**src/common/jlit_pkg.sv**
```systemverilog
package jlit_pkg;
	localparam int JLIT_SAMPLE_W = 16;
	localparam int JLIT_FIFO_DEPTH = 32;
	// frame clock cycles from internal boundary to serial output
	localparam int JLIT_OUT_DELAY = 6;
	localparam int JLIT_OUT_DELAY_MIN = 5;
	localparam int JLIT_OUT_DELAY_MAX = 7;
	localparam int JLIT_SYNC_SETUP = 3;
	localparam int JLIT_SYNC_HOLD = 0;
	localparam int JLIT_RESYNC_HOLD = 4;
	localparam int JLIT_SYSREF_MIN = 2;
	localparam logic [1:0] JLIT_ILA_LAST_MF = 2'h3;
	localparam logic [5:0] JLIT_K_MAX = 6'h20;
	localparam logic [4:0] JLIT_K_LAST_MAX = 5'h1f;
	// frame clock equals sample clock; one 16-bit frame per cycle
	localparam int JLIT_CLOCK_MHZ = 100;
	localparam int JLIT_FRAME_LINE_BITS = 20;
	localparam int JLIT_LANE_MBPS = JLIT_CLOCK_MHZ * JLIT_FRAME_LINE_BITS;
	localparam int JLIT_LANE_MIN_MBPS = 1000;
	localparam int JLIT_LANE_MAX_MBPS = 7400;
	localparam logic [7:0] JLIT_K28_5 = 8'hbc;
	localparam logic [7:0] JLIT_K28_0 = 8'h1c;
	localparam logic [7:0] JLIT_K28_3 = 8'h7c;
	localparam logic [1:0] JLIT_K_BOTH = 2'h3;
	localparam logic [1:0] JLIT_K_HIGH = 2'h2;
	localparam logic [1:0] JLIT_K_NONE = 2'h0;

	typedef enum logic [1:0] {
		JLIT_CGS = 2'b00,
		JLIT_ILA = 2'b01,
		JLIT_DATA = 2'b10
	} jlit_link_state_type;

	typedef struct packed {
		logic [1:0] k;
		logic [15:0] data;
	} jlit_frame_type;

	// zero or above the maximum falls back to the default of 32
	function automatic logic [4:0] jlit_k_last(input logic [5:0] cfg);
		if (cfg == 6'h00 || cfg > JLIT_K_MAX) begin
			return JLIT_K_LAST_MAX;
		end
		return 5'(cfg - 6'h01);
	endfunction : jlit_k_last
endpackage : jlit_pkg

```
**src/rtl/jlit_fifo.sv**
```systemverilog
`timescale 1ns/100ps
module jlit_fifo #(
	parameter int WIDTH = 16,
	parameter int DEPTH = 32
) (
	input wire logic clock,
	input wire logic sys_rst,
	input wire logic in_valid,
	output logic in_ready,
	input wire logic [WIDTH-1:0] in_data,
	output logic out_valid,
	input wire logic out_ready,
	output logic [WIDTH-1:0] out_data
);
	localparam int AW = $clog2(DEPTH);
	localparam int CW = $clog2(DEPTH + 1);

	typedef struct packed {
		logic [DEPTH-1:0][WIDTH-1:0] mem;
		logic [AW-1:0] wr;
		logic [AW-1:0] rd;
		logic [CW-1:0] count;
		logic ready;
	} jlit_fifo_state_type;

	jlit_fifo_state_type q;
	jlit_fifo_state_type next_q;
	logic push;
	logic pop;

	function automatic logic [AW-1:0] jlit_wrap(input logic [AW-1:0] p);
		if (p == AW'(DEPTH - 1)) begin
			return '0;
		end
		return AW'(p + 1'b1);
	endfunction : jlit_wrap

	assign in_ready = q.ready;
	assign out_valid = q.count != '0;
	assign out_data = q.mem[q.rd];

	always_comb begin
		next_q = q;
		push = in_valid & q.ready;
		pop = out_ready & (q.count != '0);
		if (push) begin
			next_q.mem[q.wr] = in_data;
			next_q.wr = jlit_wrap(q.wr);
		end
		if (pop) begin
			next_q.rd = jlit_wrap(q.rd);
		end
		case ({push, pop})
			2'b10: next_q.count = CW'(q.count + 1'b1);
			2'b01: next_q.count = CW'(q.count - 1'b1);
			default: next_q.count = q.count;
		endcase
		// registered so the source sees back-pressure without a gate
		next_q.ready = next_q.count != CW'(DEPTH);
	end

	always_ff @(posedge clock) begin
		if (sys_rst) begin
			q <= '0;
			q.ready <= 1'b1;
		end else begin
			q <= next_q;
		end
	end
endmodule : jlit_fifo

```
**src/rtl/jlit_tx.sv**
```systemverilog
`timescale 1ns/100ps
module jlit_tx
	import jlit_pkg::*;
(
	input wire logic clock,
	input wire logic sys_rst,
	input wire logic sysref,
	input wire logic link_sync_request_n,
	input wire logic [5:0] frames_per_multiframe,
	input wire logic sample_valid,
	output logic sample_ready,
	input wire logic [JLIT_SAMPLE_W-1:0] sample_data,
	output jlit_frame_type lane_frame,
	output jlit_link_state_type link_state
);
	typedef struct packed {
		logic [1:0] sysref_sync;
		logic sysref_last;
		logic [1:0] syncn_sync;
		logic [4:0] lmfc;
		logic pending;
		jlit_link_state_type state;
		logic [1:0] ila_mf;
		jlit_frame_type [JLIT_OUT_DELAY-1:0] pipe;
	} jlit_tx_state_type;

	jlit_tx_state_type q;
	jlit_tx_state_type next_q;
	logic [4:0] k_last;
	logic sysref_rise;
	logic sync_n;
	logic boundary;
	logic pop;
	logic fifo_valid;
	logic [JLIT_SAMPLE_W-1:0] fifo_data;
	jlit_frame_type frame;
	logic enter_cgs;
	logic enter_ila;
	logic enter_data;

	jlit_fifo #(
		.WIDTH(JLIT_SAMPLE_W),
		.DEPTH(JLIT_FIFO_DEPTH)
	) u_fifo (
		.clock(clock),
		.sys_rst(sys_rst),
		.in_valid(sample_valid),
		.in_ready(sample_ready),
		.in_data(sample_data),
		.out_valid(fifo_valid),
		.out_ready(pop),
		.out_data(fifo_data)
	);

	assign lane_frame = q.pipe[JLIT_OUT_DELAY-1];
	assign link_state = q.state;
	assign k_last = jlit_k_last(frames_per_multiframe);
	// sysref pulse width is the sender's duty; one rising edge rephases
	assign sysref_rise = q.sysref_sync[1] & ~q.sysref_last;
	assign sync_n = q.syncn_sync[1];
	assign boundary = q.lmfc == 5'h00;

	always_comb begin
		next_q = q;
		frame = '0;
		pop = 1'b0;
		next_q.sysref_sync = {q.sysref_sync[0], sysref};
		next_q.sysref_last = q.sysref_sync[1];
		next_q.syncn_sync = {q.syncn_sync[0], link_sync_request_n};
		if (sysref_rise || q.lmfc >= k_last) begin
			next_q.lmfc = 5'h00;
		end else begin
			next_q.lmfc = 5'(q.lmfc + 5'h01);
		end
		// a short low pulse between boundaries is remembered; set wins
		next_q.pending = ~sync_n | (q.pending & ~boundary);
		// state only moves on the boundary; sync is sampled there, and a low between boundaries is held in pending
		if (boundary) begin
			case (q.state)
				JLIT_CGS: begin
					if (sync_n) begin
						next_q.state = JLIT_ILA;
						next_q.ila_mf = 2'h0;
					end
				end
				JLIT_ILA: begin
					if (~sync_n || q.pending) begin
						next_q.state = JLIT_CGS;
					end else if (q.ila_mf == JLIT_ILA_LAST_MF) begin
						next_q.state = JLIT_DATA;
					end else begin
						next_q.ila_mf = 2'(q.ila_mf + 2'h1);
					end
				end
				JLIT_DATA: begin
					if (~sync_n || q.pending) begin
						next_q.state = JLIT_CGS;
					end
				end
				default: next_q.state = JLIT_CGS;
			endcase
		end
		// frame follows the new state so a change shows from its boundary
		case (next_q.state)
			JLIT_CGS: begin
				frame.k = JLIT_K_BOTH;
				frame.data = {JLIT_K28_5, JLIT_K28_5};
			end
			JLIT_ILA: begin
				if (q.lmfc == 5'h00) begin
					frame.k = JLIT_K_HIGH;
					frame.data = {JLIT_K28_0, 3'h0, q.lmfc};
				end else if (q.lmfc == k_last) begin
					frame.k = JLIT_K_HIGH;
					frame.data = {JLIT_K28_3, 3'h0, q.lmfc};
				end else begin
					frame.k = JLIT_K_NONE;
					frame.data = {3'h0, q.lmfc, 6'h00, next_q.ila_mf};
				end
			end
			JLIT_DATA: begin
				// underrun sends a zero frame rather than stalling the lane
				pop = fifo_valid;
				frame.k = JLIT_K_NONE;
				frame.data = fifo_valid ? fifo_data : 16'h0000;
			end
			default: frame = '0;
		endcase
		// fixed output latency from boundary to serial output
		next_q.pipe = {q.pipe[JLIT_OUT_DELAY-2:0], frame};
	end

	always_ff @(posedge clock) begin
		if (sys_rst) begin
			q <= '0;
		end else begin
			q <= next_q;
		end
	end

	assign enter_cgs = boundary && q.state != JLIT_CGS
		&& next_q.state == JLIT_CGS;
	assign enter_ila = boundary && q.state == JLIT_CGS
		&& next_q.state == JLIT_ILA;
	assign enter_data = boundary && q.state == JLIT_ILA
		&& next_q.state == JLIT_DATA;
endmodule : jlit_tx

```
**config.mk**
```make
export PLATFORM = sky130hd
export DESIGN_NAME = jlit_tx
export DESIGN_NICKNAME = d
export VERILOG_FILES = /design/src/common/jlit_pkg.sv /design/src/rtl/jlit_fifo.sv /design/src/rtl/jlit_tx.sv
export SDC_FILE = /design/constraint.sdc
export NUM_CORES = 1
export LEC_CHECK = 0
export BUFFER_PORTS_ARGS = -buffer_cell sky130_fd_sc_hd__buf_2
export CORE_MARGIN = 4
export CORE_UTILIZATION = 50
export CTS_CLUSTER_SIZE = 14
export DETAILED_ROUTE_END_ITERATION = 16
export PLACE_DENSITY = 0.72
export SLEW_MARGIN = 10
export SYNTH_ARGS = -nofsm -noshare
export SYNTH_HDL_FRONTEND = slang
export SYNTH_SLANG_ARGS = --single-unit
```
**constraint.sdc**
```tcl
create_clock -name clock -period 3.6 [get_ports clock]
set_clock_uncertainty 0.1 [all_clocks]
set_input_delay 0.72 -clock clock [delete_from_list [all_inputs] [get_ports clock]]
set_output_delay 0.72 -clock clock [all_outputs]
set_load 0.05 [all_outputs]
```
* Word level (Yosys, flattened, before mapping)
Cells that the tools add are included.
W data, S select, Z words.
** Word-level totals
- Register bits after elaboration :: 652
- Logic and storage cells :: 127
** Operators by class
- Bitwise operators :: 8
- $lt $le $gt $ge :: 5
- Muxes and demuxes :: 31
- Reduce and logical (&&, ||, !) cells :: 10
- Add/subtract/negate cells :: 7
- Eq/ne operators :: 11
** Operators by type and width (count)
- $bwmux W512 :: 1
- $bmux W16 S5 :: 1
- $demux W16 S5 :: 1
- $pmux W18 S3 :: 1
- $mux W16 :: 3
- $mux W18 :: 2
- $mux W5 :: 6
- $add A5 B1 Y5 const B :: 3
- $lt A5 B6 Y1 const B :: 2
- $pmux W6 S2 :: 1
- $eq A5 B5 Y1 const B :: 2
- $mux W2 :: 5
- $eq A2 B2 Y1 const B :: 4
- $mux W4 :: 2
- $add A6 B1 Y6 const B :: 1
- $eq A2 B1 Y1 const B :: 3
- $gt A6 B6 Y1 const B :: 1
- $logic_not A6 Y1 :: 1
- $mux W1 :: 6
- $ne A6 B6 Y1 const B :: 1
- $pmux W2 S3 :: 1
- $reduce_bool A6 Y1 :: 1
- $sub A6 B1 Y6 const B :: 1
- $eq A5 B5 Y1 :: 1
- 13 further kinds :: 21

* Depth between registers and ports, before layout
- Word-level depth :: 11
- Mapped depth :: 18
- Gate-level depth less buffers :: 14

* Cells and area by module
A second synthesis with hierarchy kept.
** Unflattened totals
- Cells, all modules :: 3061
- Area, all modules :: 27512.6 µm²
** Modules (own cells, without submodules)
- jlit_fifo :: cells an instance 2686, area an instance 23421.2 µm², times used 1, sequential area each 10590.2 µm²
- jlit_tx :: cells an instance 375, area an instance 4091.4 µm², times used 1, sequential area each 2462.4 µm²

* Worst setup path before layout
No wires, ideal clock.
- Path type :: reg-to-reg
- Start :: register q[113] (netlist name)
- End :: register u_fifo.q (netlist bit u_fifo.in_ready)
- Data required time :: 3.368 ns
- Buffers on the path :: 4
- Slack :: -0.132 ns
- Cell stages (with the launch flop) :: 19
- Arrival :: 3.500 ns
- Cell sequence :: dfxtp_1 -> inv_1 -> ha_1 -> or4b_1 -> buf_6 -> a211o_1 -> and2_1 -> buf_2 -> nand2_1 -> inv_1 -> clkbuf_1 -> ha_1 -> clkbuf_1 -> nand2_1 -> nor4_1 -> o32a_1 -> or3_1 -> o211ai_2 -> nand4_1
** Between the ends
- Longest elaborated chain between the ends :: 8
- Elaborated cells on any way between the ends :: 9
** RTL lines
- start, declared :: RTL line jlit_tx.sv:27 : jlit_tx_state_type q;
- start signal, assigned :: RTL line jlit_tx.sv:137 : q <= next_q;
- $logic_not A5 Y1 (*) :: RTL line jlit_tx.sv:61 : assign boundary = q.lmfc == 5'h00;
- $mux W4 (*) :: RTL line jlit_tx.sv:78 : if (boundary) begin
- $eq A2 B2 Y1 (*) :: RTL line jlit_tx.sv:104 : case (next_q.state)
- $mux W1 (*) :: RTL line jlit_tx.sv:104
- $and A1 B1 Y1 (*) :: RTL line jlit_fifo.sv:45 : pop = out_ready & (q.count != '0);
- $eq A2 B1 Y1 or $eq A2 B2 Y1 (tied branches) :: RTL line jlit_fifo.sv:53 : case ({push, pop})
- $pmux W6 S2 (*) :: RTL line jlit_fifo.sv:53
- $ne A6 B6 Y1 (*) :: RTL line jlit_fifo.sv:59 : next_q.ready = next_q.count != CW'(DEPTH);
- end signal, assigned :: RTL line jlit_fifo.sv:67 : q <= next_q;
- end, declared :: RTL line jlit_fifo.sv:26 : jlit_fifo_state_type q;
Mark *: on every way between the ends. The rest lies on a longest branch, timed or not.
A chain may end at the register's enable or synchronous reset.

* Final worst setup path
- Start :: register q[113] (netlist name)
- End :: register u_fifo.q[5] (netlist name)
** Between the ends
- Longest elaborated chain between the ends :: 7
- Elaborated cells on any way between the ends :: 8
** RTL lines (RTL line)
- $logic_not A5 Y1 (*) :: jlit_tx.sv:61
- $mux W4 (*) :: jlit_tx.sv:78
- $eq A2 B2 Y1 (*) :: jlit_tx.sv:104
- $mux W1 (*) :: jlit_tx.sv:104
- $and A1 B1 Y1 (*) :: jlit_fifo.sv:45
- $eq A2 B1 Y1 or $eq A2 B2 Y1 (tied branches) :: jlit_fifo.sv:53
- $pmux W6 S2 (*) :: jlit_fifo.sv:53
Marked as above.

==> out/results.tsv <==
metric	value	unit
sequential share of the synthesized area	48.4	%
cell area after synthesis	27000	µm²
Via density	5.94	
VDD IR max	333	µV
post-synth net total	3280	
area growth from synthesis to layout	11.6	%
worst-path maximum fanout	9	
Die ar.	57700	µm²
height of the die	240	µm
period utilization	93.2	%
RSZ-0062 raised after global routing	false	
Residual DRC	0	
Final Hold Violating Endpoints	0	
final critical-path required period	3360	ps
Max H-tree Level	3	
initial DRC count	2734	
Worst setup SP type	flop	
DRT antenna net count	0	
CTS tree	built	
Yosys top cell area share	48.4	%
Reg clk slew, reported paths	60	ps
yosys warns	0	
Nets	3210	
Crit Path Class	reg2reg	
drt wl/cell	20.5	µm
DRT Pass-1 Iters	6	
drt total wl	79900	µm
Leakage Power	9.86	nW
Clock Path Buffers	3	
Max Cap Viol	0	
largest cells by area after synthesis	dfxtp_1 (48%), nand2_1 (15%), a21oi_1 (10%), mux4_2 (6.6%), mux2i_1 (3.9%)	
area leader, netlist	dfxtp_1	
Synth Register Bits	652	
initial core utilization	50.9	%
number of synthesized flops with an enable pin	0	
Cell Rows	84	
count of cell types in the netlist	57	
Overall Global Routing Usage	26.9	%
I/O pin cnt	48	
share of cells above drive strength 1	11.0	%
Placement Setup Slack	-109	ps
total negative slack	0	ps
I/O Buffers	47	
Critical Path End Type	flop	
async set-or-reset flop fraction in the synthesized netlist	0	%
vias in the first global route	22000	
vias	23200	
first-pass GRT wire length	122000	µm
CTS Sinks	652	
Main synth FF type	dfxtp_1	
Placer Congestion	0.924	
CTS root buf	clkbuf_16	
Max Freq	298	MHz
largest net degree at the start of global routing	131	
Critical Path AT	3780	ps
Core ar.	53000	µm²
outcome	finished, final reports clean	
clock buffer count from CTS	66	
Final Total Pwr	0.0151	W
Post-DP HPWL	48300	µm
Worst-Margin Slew	1050	ps
worst hold path class	in2reg	
Final Max Tran Viols	0	
Die Span X	240	µm
Gate Count Post-Synth	3235	
initial antenna violation count	1	
Slew HR	29.8	%
PD cells	500	nW/µm²
final setup margin	244	ps
WP data required	4030	ps
Finish-stage setup viols	0	
grt ovf	0	
worst skew pair latency	610	ps
mean area per synthesized cell	8.34	µm²
Yosys cell counts, drive strengths merged, types with 2 or more instances:
| master | number |
|---|---|
| a31oi | 17 |
| nand3b | 3 |
| nand3 | 16 |
| a32oi | 3 |
| and2 | 6 |
| nor3b | 2 |
| a22oi | 21 |
| ha | 18 |
| and3b | 2 |
| mux4 | 79 |
| inv | 13 |
| o211ai | 8 |
| nand2b | 5 |
| o41ai | 3 |
| o21ai | 51 |
| dfxtp | 652 |
| nand4 | 3 |
| buf | 63 |
| mux2 | 5 |
| and3 | 9 |
| or3 | 4 |
| a21o | 2 |
| a221oi | 52 |
| or3b | 2 |
| mux2i | 106 |
| nor4 | 3 |
| nor3 | 10 |
| xnor2 | 8 |
| nor2b | 99 |
| nand2 | 1114 |
| clkbuf | 217 |
| nor2 | 70 |
| a211oi | 2 |
| a21oi | 543 |
| nor4b | 5 |
| xor2 | 6 |
worst paths after layout:
check,slack [ps],start,cells after the start,endpoint
setup / recovery,240,q[113],14,u_fifo.q[5]
hold / removal,250,link_sync_request_n,2,next_q[119]
setup reg to reg,240,q[113],14,u_fifo.q[5]
hold reg to reg,330,next_q[93],1,lane_frame[3]
per-layer routing:
metal | vias up | track usage, % | wire length (µm)
li1 | 10700 | - | -
met2 | 1194 | 43.3 | 36800
met5 | - | 0 | 0
met4 | 0 | 16.6 | 5320
met3 | 281 | 4.78 | 7090
met1 | 11000 | 33.8 | 30600
flip-flops by register name, summed over array words and instances (netlist names):
name	flops
link_state	2
u_fifo.in_ready	1
q	10
u_fifo.q	528
next_q	93
lane_frame	18
worst max-delay path, cell delays in order (launching register included):
cell and delay (ps):
dfxtp_1 310, inv_1 100, ha_1 180, or4b_4 540
a22oi_1 260, and2_4 230, nand3_2 140, xnor2_1 160
ha_2 220, nor3b_4 160, a41oi_2 210, a21oi_2 100
buf_4 140, or3_1 300, a21oi_1 140
logic make-up (layout without fill, tap and decap cells):
kind of cell               count (synthesis)  after routing  share of synthesized area, %
muxes                                    190            190                          10.7
buffers and inverters                    293            272                          4.46
xor gates and xnor gates                  14             14                         0.454
adders and majority gates                 18             18                         0.835
and+or+nand+nor                         1357           1357                          20.5
AOI/OAI and AO/OA                        711            711                          14.6
other                                      0              1                             0
DFF                                      652            652                          48.4
layout by cell type (no fill, tap or decap), types with 6 or more instances in the layout:
cell and count:
nand2_1 1113, dfxtp_1 650, a21oi_1 542, mux2i_1 106, nor2b_1 98, buf_4 86
mux4_2 79, clkbuf_16 73, nor2_1 70, a221oi_1 52, o21ai_0 50, buf_2 46
a22oi_1 21, a31oi_1 17, ha_1 16, nand3_1 15, clkbuf_8 15, inv_1 12
clkinv_2 12, clkbuf_1 11, nor3_1 10, and3_1 9, buf_12 9, xnor2_1 8
o211ai_1 7, xor2_1 6
power breakdown:
group / switching (W) / total, W / internal [W] / leakage, nW
clock network: 0.00284 / 0.00718 / 0.00434 / 1.14
logic: 0.000425 / 0.000569 / 0.000143 / 3.46
registers: 0.0000341 / 0.00732 / 0.00728 / 5.27
total: 0.00330 / 0.0151 / 0.0118 / 9.86
timing repair:
item                       4_1_cts  5_1_grt
hold buffers                     0        0
setup endpoints to repair        1        2
pin swaps                        0        2
setup buffers                    0        1
gates resized for setup          1        9
final cells by class:
type	instances	area (µm²)
fillers	4588	22900
flip-flops and latches	652	13100
multi-input cells	2290	12800
clock buffers	99	2070
repair buffers	142	1070
well taps	688	861
clock inverters	18	218
inverters	13	48.8
diodes	1	2.50
per-stage QoR:
stage | util, % | std cells | cell area [µm²] | hold WS (ps)
after detailed placement | 52.4 | 3784 | 27800 | 321
after floorplan | - | 3235 | 27000 | 314
after global routing | 56.8 | 3903 | 30100 | 265
final | 56.8 | 3903 | 30100 | 250
after global placement | 52.4 | 3784 | 27800 | 315
after CTS | 56.8 | 3901 | 30100 | 230
Note: power is estimated with default switching activity, not from simulation.
